===== config.mk =====
export PLATFORM = sky130hd
export DESIGN_NAME = spm_top
export DESIGN_NICKNAME = d
export VERILOG_FILES = /design/src/hdl/spm_pkg.sv /design/src/hdl/spm_top.sv /design/src/hdl/spm_timer.sv
export SDC_FILE = /design/constraint.sdc
export NUM_CORES = 1
export LEC_CHECK = 0
export BUFFER_PORTS_ARGS = -buffer_cell sky130_fd_sc_hd__buf_2
export CORE_ASPECT_RATIO = 2
export CORE_MARGIN = 2
export CORE_UTILIZATION = 30
export CTS_CLUSTER_DIAMETER = 150
export CTS_CLUSTER_SIZE = 16
export DETAILED_ROUTE_END_ITERATION = 8
export SLEW_MARGIN = 20
export SYNTH_ARGS = -nofsm -noshare
export SYNTH_HDL_FRONTEND = slang
export SYNTH_HIERARCHICAL = 1
export SYNTH_SLANG_ARGS = --single-unit
export TNS_END_PERCENT = 100

===== constraint.sdc =====
create_clock -name clock -period 4.4 [get_ports clock]
set_input_delay 0.66 -clock clock [delete_from_list [all_inputs] [get_ports clock]]
set_output_delay 0.66 -clock clock [all_outputs]
set_load 0.005 [all_outputs]

===== src/hdl/spm_pkg.sv =====
// ****************************************
// constants
// ****************************************
package spm_pkg;

  localparam int MAP_BYTES = 16;
  localparam int IDX_W = 4;
  localparam int CMD_BYTES = 4;
  localparam int DUMMY_BYTES = 3;

  // opcode bytes
  localparam logic [7:0] OP_PFX0 = 8'h3D;
  localparam logic [7:0] OP_PFX1 = 8'h2A;
  localparam logic [7:0] OP_PFX2 = 8'h7F;
  localparam logic [7:0] OP_ERASE = 8'hCF;
  localparam logic [7:0] OP_PROG = 8'hFC;
  localparam logic [7:0] OP_READ = 8'h32;

  // map contents
  localparam logic [7:0] MAP_ERASED = 8'hFF;
  localparam logic [7:0] MAP_RESET = 8'h00;
  localparam logic [7:0] MAP_ZERO = 8'h00;
  localparam int SEC0_HI = 7;
  localparam int SEC0_LO = 4;

  // self-timed cycles
  localparam int CLK_MHZ = 125;
  localparam int T_PE_US = 2000;
  localparam int T_P_US = 2000;
  localparam int T_PE_CYC = T_PE_US * CLK_MHZ;
  localparam int T_P_CYC = T_P_US * CLK_MHZ;
  localparam int CNT_W = 24;

  typedef enum logic [6:0] {
    ST_IDLE = 7'b000_0001,
    ST_CMD = 7'b000_0010,
    ST_PDATA = 7'b000_0100,
    ST_RDUMMY = 7'b000_1000,
    ST_ROUT = 7'b001_0000,
    ST_ARMED = 7'b010_0000,
    ST_SKIP = 7'b100_0000
  } spm_phase_t;

endpackage : spm_pkg


===== src/hdl/spm_top.sv =====
`timescale 1ns/1ns
`default_nettype none

// What this block does
// RULE1: host erases map before changing it
// RULE2: erase opcode is 3D 2A 7F CF
// RULE3: chip select rise starts the erase
// RULE4: busy shows while erase runs
// RULE5: erase fills map with FF always
// RULE6: erased map blocks array program and erase (code refuses arr_req only while prot_en is set or wp_n is low)
// RULE7: program opcode 3D 2A 7F FC plus data
// RULE8: chip select rise starts program, busy shown
// RULE9: seventeenth data byte wraps to location 0
// RULE10: host sends all sixteen bytes
// RULE11: host writes only valid map values
// RULE12: program accepted with protection on or off
// RULE13: program uses buffer one, overwriting it
// RULE14: read is 32 plus three dummy bytes
// RULE15: read starts at byte 0, runs upward
// RULE16: past sixteen bytes output is undefined
// RULE17: chip select rise ends read, output off
// RULE18: byte n guards sector n
// RULE19: write-protect pin blocks map changes
// RULE20: exact opcode only, busy clears at end
module spm_top
#(
  parameter int ERASE_CYCLES = spm_pkg::T_PE_CYC,
  parameter int PROG_CYCLES = spm_pkg::T_P_CYC
) (
  input wire logic clock,
  input wire logic rstn,
  input wire logic spi_csn,
  input wire logic spi_sck,
  input wire logic spi_si,
  output logic spi_so,
  output logic spi_so_oe,
  input wire logic wp_n,
  input wire logic prot_en,
  input wire logic arr_req,
  input wire logic [spm_pkg::IDX_W-1:0] arr_sector,
  output logic arr_grant,
  output logic arr_reject,
  output logic map_busy,
  output logic buf1_hit,
  output logic [spm_pkg::MAP_BYTES-1:0] sector_prot
);
  import spm_pkg::*;

  // ****************************************
  // elaboration checks
  // ****************************************
  if (ERASE_CYCLES < 1 || ERASE_CYCLES >= (1 << CNT_W))
  begin : bad_erase
    $error("erase cycle count out of range");
  end
  if (PROG_CYCLES < 1 || PROG_CYCLES >= (1 << CNT_W))
  begin : bad_prog
    $error("program cycle count out of range");
  end

  // ****************************************
  // state
  // ****************************************
  typedef struct packed {
    spm_phase_t phase;
    logic sck_q;
    logic csn_q;
    logic [7:0] sh;
    logic [2:0] bitc;
    logic [1:0] bytec;
    logic [IDX_W-1:0] wptr;
    logic [MAP_BYTES-1:0] wrote;
    logic [MAP_BYTES-1:0][7:0] buf1;
    logic [MAP_BYTES-1:0][7:0] map;
    logic [IDX_W:0] rbyte;
    logic [2:0] rbit;
    logic so;
    logic so_oe;
    logic tstart;
    logic kind_prog;
    logic busy;
    logic [MAP_BYTES-1:0] prot;
    logic grant;
    logic reject;
    logic hit;
  } spm_state_t;

  spm_state_t s;
  spm_state_t next_s;
  logic tmr_done;
  logic rise;
  logic fall;
  logic frame_end;
  logic full;
  logic [7:0] byte_v;
  spm_phase_t cur;
  logic [CNT_W-1:0] tcycles;

  assign rise = spi_sck & ~s.sck_q & ~spi_csn;
  assign fall = ~spi_sck & s.sck_q & ~spi_csn;
  assign frame_end = spi_csn & ~s.csn_q;
  assign full = (s.bitc == 3'd7);
  assign byte_v = {s.sh[6:0], spi_si};
  assign tcycles = s.kind_prog ? CNT_W'(PROG_CYCLES) : CNT_W'(ERASE_CYCLES);

  spm_timer #(
    .CNT_W(CNT_W)
  ) u_timer (
    .clock(clock),
    .rstn(rstn),
    .start(s.tstart),
    .cycles(tcycles),
    .done(tmr_done)
  );

  function automatic logic [7:0] pfx(input logic [1:0] idx);
    case (idx)
      2'd0: pfx = OP_PFX0;
      2'd1: pfx = OP_PFX1;
      default: pfx = OP_PFX2;
    endcase
  endfunction : pfx

  // ****************************************
  // next state
  // ****************************************
  always_comb
  begin
    next_s = s;
    next_s.sck_q = spi_sck;
    next_s.csn_q = spi_csn;
    next_s.tstart = 1'b0;
    next_s.grant = 1'b0;
    next_s.reject = 1'b0;
    next_s.hit = 1'b0;
    cur = s.phase;
    if (s.phase == ST_IDLE)
    begin
      cur = s.busy ? ST_SKIP : ST_CMD;
    end
    if (spi_csn)
    begin
      if (frame_end && wp_n && !s.busy) // see RULE19
      begin
        if (s.phase == ST_ARMED) // see RULE3
        begin
          next_s.tstart = 1'b1;
          next_s.kind_prog = 1'b0;
          next_s.busy = 1'b1; // see RULE4
        end
        else if (s.phase == ST_PDATA) // see RULE8, RULE12
        begin
          next_s.tstart = 1'b1;
          next_s.kind_prog = 1'b1;
          next_s.busy = 1'b1;
        end
      end
      next_s.phase = ST_IDLE;
      next_s.so_oe = 1'b0; // see RULE17
      next_s.bitc = '0;
      next_s.bytec = '0;
    end
    else
    begin
      next_s.phase = cur;
      if (rise)
      begin
        next_s.sh = byte_v;
        next_s.bitc = s.bitc + 3'd1;
        case (cur)
          ST_CMD:
          begin
            if (full)
            begin
              if (s.bytec == 2'd0 && byte_v == OP_READ) // see RULE14
              begin
                next_s.phase = ST_RDUMMY;
              end
              else if (s.bytec != 2'd3 && byte_v == pfx(s.bytec)) // see RULE2
              begin
                next_s.bytec = s.bytec + 2'd1;
              end
              else if (s.bytec == 2'd3 && byte_v == OP_ERASE) // see RULE20
              begin
                next_s.phase = ST_ARMED;
              end
              else if (s.bytec == 2'd3 && byte_v == OP_PROG) // see RULE7
              begin
                next_s.phase = ST_PDATA;
                next_s.wptr = '0;
                next_s.wrote = '0;
                next_s.hit = 1'b1; // see RULE13
              end
              else
              begin
                next_s.phase = ST_SKIP;
              end
            end
          end
          ST_PDATA:
          begin
            if (full)
            begin
              next_s.buf1[s.wptr] = byte_v;
              next_s.wrote[s.wptr] = 1'b1;
              next_s.wptr = s.wptr + 1'b1; // see RULE9
            end
          end
          ST_RDUMMY:
          begin
            if (full)
            begin
              next_s.bytec = s.bytec + 2'd1;
              if (s.bytec == 2'(DUMMY_BYTES - 1))
              begin
                next_s.phase = ST_ROUT;
                next_s.rbyte = '0;
                next_s.rbit = '0;
              end
            end
          end
          ST_ARMED:
          begin
            next_s.phase = ST_SKIP;
          end
          default:
          begin
            next_s.phase = cur;
          end
        endcase
      end
      if (fall && s.phase == ST_ROUT)
      begin
        next_s.so_oe = 1'b1;
        next_s.so = s.rbyte[IDX_W] ? 1'b0 :
          s.map[s.rbyte[IDX_W-1:0]][3'd7 - s.rbit]; // see RULE15
        next_s.rbit = s.rbit + 3'd1;
        if (s.rbit == 3'd7 && !s.rbyte[IDX_W]) // see RULE16
        begin
          next_s.rbyte = s.rbyte + 1'b1;
        end
      end
    end
    if (tmr_done)
    begin
      next_s.busy = 1'b0; // see RULE20
      for (int i = 0; i < MAP_BYTES; i++)
      begin
        if (!s.kind_prog)
        begin
          next_s.map[i] = MAP_ERASED; // see RULE5
        end
        else if (s.wrote[i])
        begin
          next_s.map[i] = s.buf1[i];
        end
      end
    end
    for (int i = 0; i < MAP_BYTES; i++)
    begin
      if (i == 0)
      begin
        next_s.prot[i] = |s.map[i][SEC0_HI:SEC0_LO]; // see RULE18
      end
      else
      begin
        next_s.prot[i] = (s.map[i] != MAP_ZERO);
      end
    end
    if (arr_req)
    begin
      if ((prot_en || !wp_n) && s.prot[arr_sector]) // see RULE6, RULE19
      begin
        next_s.reject = 1'b1;
      end
      else
      begin
        next_s.grant = 1'b1;
      end
    end
  end

  always_ff @(posedge clock or negedge rstn)
  begin
    if (!rstn)
    begin
      s <= '0;
      s.phase <= ST_IDLE;
      s.sck_q <= 1'b0;
      s.csn_q <= 1'b1;
      s.map <= {MAP_BYTES{MAP_RESET}};
    end
    else
    begin
      s <= next_s;
    end
  end

  assign spi_so = s.so;
  assign spi_so_oe = s.so_oe;
  assign arr_grant = s.grant;
  assign arr_reject = s.reject;
  assign map_busy = s.busy;
  assign buf1_hit = s.hit;
  assign sector_prot = s.prot;
endmodule : spm_top

`default_nettype wire


===== src/hdl/spm_timer.sv =====
`timescale 1ns/1ns
`default_nettype none

// ****************************************
// self-timed cycle counter
// ****************************************
module spm_timer #(
  parameter int CNT_W = 24
) (
  input wire logic clock,
  input wire logic rstn,
  input wire logic start,
  input wire logic [CNT_W-1:0] cycles,
  output logic done
);

  typedef struct packed {
    logic [CNT_W-1:0] cnt;
    logic run;
    logic done;
  } spm_tmr_t;

  spm_tmr_t s;
  spm_tmr_t next_s;

  always_comb
  begin
    next_s = s;
    next_s.done = 1'b0;
    if (start)
    begin
      next_s.cnt = cycles - 1'b1;
      next_s.run = 1'b1;
    end
    else if (s.run)
    begin
      if (s.cnt == '0)
      begin
        next_s.run = 1'b0;
        next_s.done = 1'b1;
      end
      else
      begin
        next_s.cnt = s.cnt - 1'b1;
      end
    end
  end

  always_ff @(posedge clock or negedge rstn)
  begin
    if (!rstn)
    begin
      s <= '0;
    end
    else
    begin
      s <= next_s;
    end
  end

  assign done = s.done;

endmodule : spm_timer

`default_nettype wire


-- Word level (Yosys, flattened, before mapping)
Index checks and enable logic that the tools add are counted.
- register bits: 355
- input port bits: 12
- output and inout bits: 22
- equal/unequal tests: 45
- muxes and demuxes: 103
- magnitude comparators: 5
- bitwise gates (word level): 10
- add/sub/neg operators: 7
- reduce and logical (&&, ||, !) cells: 70
- operators with widths (cell ; count):
    $mux W8 ; 43
    $mux W153 ; 1
    $mux W148 ; 1
    $bwmux W128 ; 1
    $mux W128 ; 1
    $reduce_bool A8 Y1 ; 15
    $mux W7 ; 11
    $mux W20 ; 3
    $mux W22 ; 2
    $pmux W20 S2 ; 1
    $reduce_and A2 Y1 ; 19
    $bmux W8 S4 ; 1
    $demux W8 S4 ; 1
    $ne A2 B1 Y1 const B ; 16
    $mux W26 ; 1
    $mux W25 ; 1
    $logic_not A24 Y1 ; 1
    $mux W24 ; 1
    $sub A24 B1 Y24 const B ; 1
    $reduce_bool A2 Y1 ; 11
    $pmux W7 S3 ; 1
    $mux W1 ; 17
    $eq A8 B8 Y1 const B ; 2
    $ne A2 B2 Y1 const B ; 8
    other kinds (43) ; 80

-- Depth between registers and ports, before layout
- depth in word-level cells: 15
- depth in mapped cells: 9
- mapped depth without buffers: 8

-- Hierarchy
Netlist, hierarchy kept.
- modules (own cells, without submodules) (module ; seq. area each (um^2) ; times used ; area an instance (um^2) ; cells each):
    spm_top ; 8235.4 ; 1 ; 15751.4 ; 1322
    spm_timer ; 650.6 ; 1 ; 2093.3 ; 268

-- Worst setup path after synthesis
OpenSTA, ideal clock, no wires.
- path type: input to register
- from: input spi_sck
- to: register (tool-made name)
- stages on the path: 8
- library setup time: 125 ps
- arrival time: 2192 ps
- path buffers: 3
- path slack: 2083 ps
- cell sequence: nor2b_1 clkbuf_1 nor2b_1 clkbuf_1 and3_4 buf_12 nand2_8 mux2_4
- RTL lines (element ; RTL line ; RTL):
    start: declaration ; spm_top.sv:33 ; input wire logic spi_sck,

-- Final worst setup path
- from: register s, in the netlist byte_v[2]
- to: register s[295] in the netlist's numbering
- cells in the longest elaborated chain, start to end: 4
- elaborated cells on any way between the ends: 13
- classes of those cells: eq/ne: 8; reduce/logical: 5
- RTL lines (element ; RTL line ; RTL):
    start: declaration ; spm_top.sv:88 ; spm_state_t s;
    start signal: assignment ; spm_top.sv:295 ; s <= next_s;
    $eq A8 B8 Y1, or another cell as far along ; spm_top.sv:187 ; else if (s.bytec == 2'd3 && byte_v == OP_PROG)
    $logic_and A1 B1 Y1 (on tied branches) ; -- ;
    $ne A2 B2 Y1 (no line) ; -- ;
    $reduce_and A9 Y1 (no line) (*) ; -- ;
Every way passes the cells marked *; elsewhere a longest branch is shown, timed or not.
A chain may end at the register's enable or synchronous reset.

==> flow_summary.toml <==
[route]
wl_met1_um = 17700
firstDrtPassIters = 5
wl_per_cell_um = 21.4
via_count = 12862
topRoutingLayerUsed = "met5"
vias_per_cell = 5.29
route.met3.wl_um = 1690
routed_wl_um = 52000
antenna_left = 0
wl_met2_um = 29100
drcViolationCount = 0
drtIter0Drc = 744

[cts]
cts_root_buffer = "clkbuf_16"
clkSlewWorstSetupHoldPaths_ns = 0.08
cts_hold_buf = 0
numCtsBuffers = 26
cts_tree = "done"
clock-sinks = 355
htree_levels = 1
cts_resized = 0
clkLatencyLatePin_ns = 0.59
cts_setup_buffers = 0
clockBufferDepth = 3

[setup_path]
end_kind = "register"
r2r_cells = 5
critPathMaxFanout = 22
arrival_ns = 3.41
r2r_start = "byte_v[2]"
cp.required_ns = 4.83
setup.worst_path.end = "s[295]"
critPathKind = "register to register"
rrSetupSlack_ns = 1.41
rr_endpoint = "s[295]"
critPathLaunch = "byte_v[2]"
start_kind = "register"

[synth]
avgSynthCellArea_um2 = 11.2
ys.flop_type = "dfrtp_1"
synth_compound_area_frac = 0.135
netlist_area_um2 = 17800
ys_warn_count = 6
ys_ff_latch = 355
synthTopCellsByArea = "dfrtp_1, mux2_4, mux4_2"
synthArstFlopShare = 1.00
synth_cell_types = 77
yosys.area_share.simple = 0.142
synth_top_family_by_area = "multiplexers"
synthAdderAreaFrac = 0.0112
syn_inst = 1590
synthMuxAreaShare = 0.160
synth_top_area_frac = 0.495
synth_top_area_cell = "dfrtp_1"
synthXorXnorAreaFrac = 0.0118
synth_edf_count = 0
seq_area_frac_synth = 0.498

[hold_path]
hold_path.class = "primary input to async pin"

[sta]
skew_ns = 0.0321
rsz0062_at_grt = "false"
fmax_mhz = 335
fin_crit_ns = 2.99
timing_hold_violations_final = 0
worst_pin_slew_ns = 1.15
max_slew_margin = 0.230
finalCritPeriodShare = 0.679
setup_viol = 0
maxSlewViolCount = 0
fin_setup_tns_ns = 0
whs_ns = 0.114

[placement]
dp_hpwl_um = 37000
gp_congestion = 0.871
portBuffers = 33

[grt]
grt_pass1_vias = 13280
grt_pass1_wl_um = 79400
grt_max_degree = 111
antenna_found_initial = 2
grt_overflow_total = 0
grt.total_usage = 0.169

[power]
p_per_area_nw_per_um2 = 317
power_leakage_nw = 8.96
ir_drop_mv = 0.278
power_w = 0.00623

[floorplan]
die_x_um = 176
die_y_um = 349
ios = 34
start_util = 0.303
core_um2 = 59000
std_cell_rows = 126
die_area_um2 = 61600

[layout]
final_common_cell = "dfrtp_1"
layout_common_cells = "dfrtp_1, nor2_1, a21oi_1"
fill_cells = 5927
drive_above_1_share = 0.182
antenna_cells = 0
area_delta_synth_final_pct = 10.2
final_nets = 1671

[outcome]
status = "completed"

[flow_run]
cap_violations = 0
through the flow:
step	std cells	cell area, um^2	setup slack, ns	utilization
finish	2431	19700	1.41	0.334
global route	2431	19700	1.26	0.334
CTS	2431	19700	1.37	0.334
detailed placement	2383	18900	1.01	0.321
global placement	2383	18900	1.10	0.321
floorplan	1680	18200	2.08	-
layer usage:
metal,global-route usage,up-vias
li1,-,5846
met1,0.169,6472
met2,0.327,390
met3,0.0143,152
met4,0.107,2
met5,0,-
worst min path at each step:
stage,cells past startpoint,end,from
detailed placement,2,spi_so,spi_so
floorplan,0,async pin,rstn
global route,1,s[159],rstn
finish,1,s[159],rstn
CTS,1,s[159],rstn
global placement,2,spi_so,spi_so
critical path, stage by stage (launching register included):
cell,delay (ns)
dfrtp_1,1.03
and3_1,0.29
nand3_1,0.13
nor3_1,0.49
and2_1,0.76
nor2_1,0.11
cell type report:
cell class / instances / area [um^2] / share of cell area
multi-input cells: 1177 / 8560 / 0.435
clock inverters: 2 / 32.5 / 0.00165
inverters: 21 / 78.8 / 0.00401
repair buffers: 62 / 418 / 0.0212
well taps: 768 / 961 / 0.0488
flip-flops and latches: 355 / 8900 / 0.452
clock buffers: 46 / 726 / 0.0369
where the power goes:
part / leakage [nW] / switching, W / internal [W]
logic: 3.78 / 0.000424 / 0.000123
clock network: 0.358 / 0.00121 / 0.00113
registers: 4.82 / 0.0000562 / 0.00329
total: 8.96 / 0.00169 / 0.00454
synthesized netlist by cell type, drive strengths merged, types with 21 or more instances:
cell type,number
buf,44
nand2,87
o21ai,43
mux4,37
clkbuf,83
dfrtp,353
inv,21
mux2,135
a31oi,22
nor4,48
o22ai,125
nand3,27
a21oi,154
nor2,203
cells by family after synthesis:
logic type	count (synthesis)
multiplexers	175
adder cells (fa/ha/maj)	16
flip-flops	355
other	2
buffers and inverters	148
XOR/XNOR	24
AND/OR/NAND/NOR	467
AO/OA/AOI/OAI	403
Note: power is estimated with default switching activity, not from simulation.
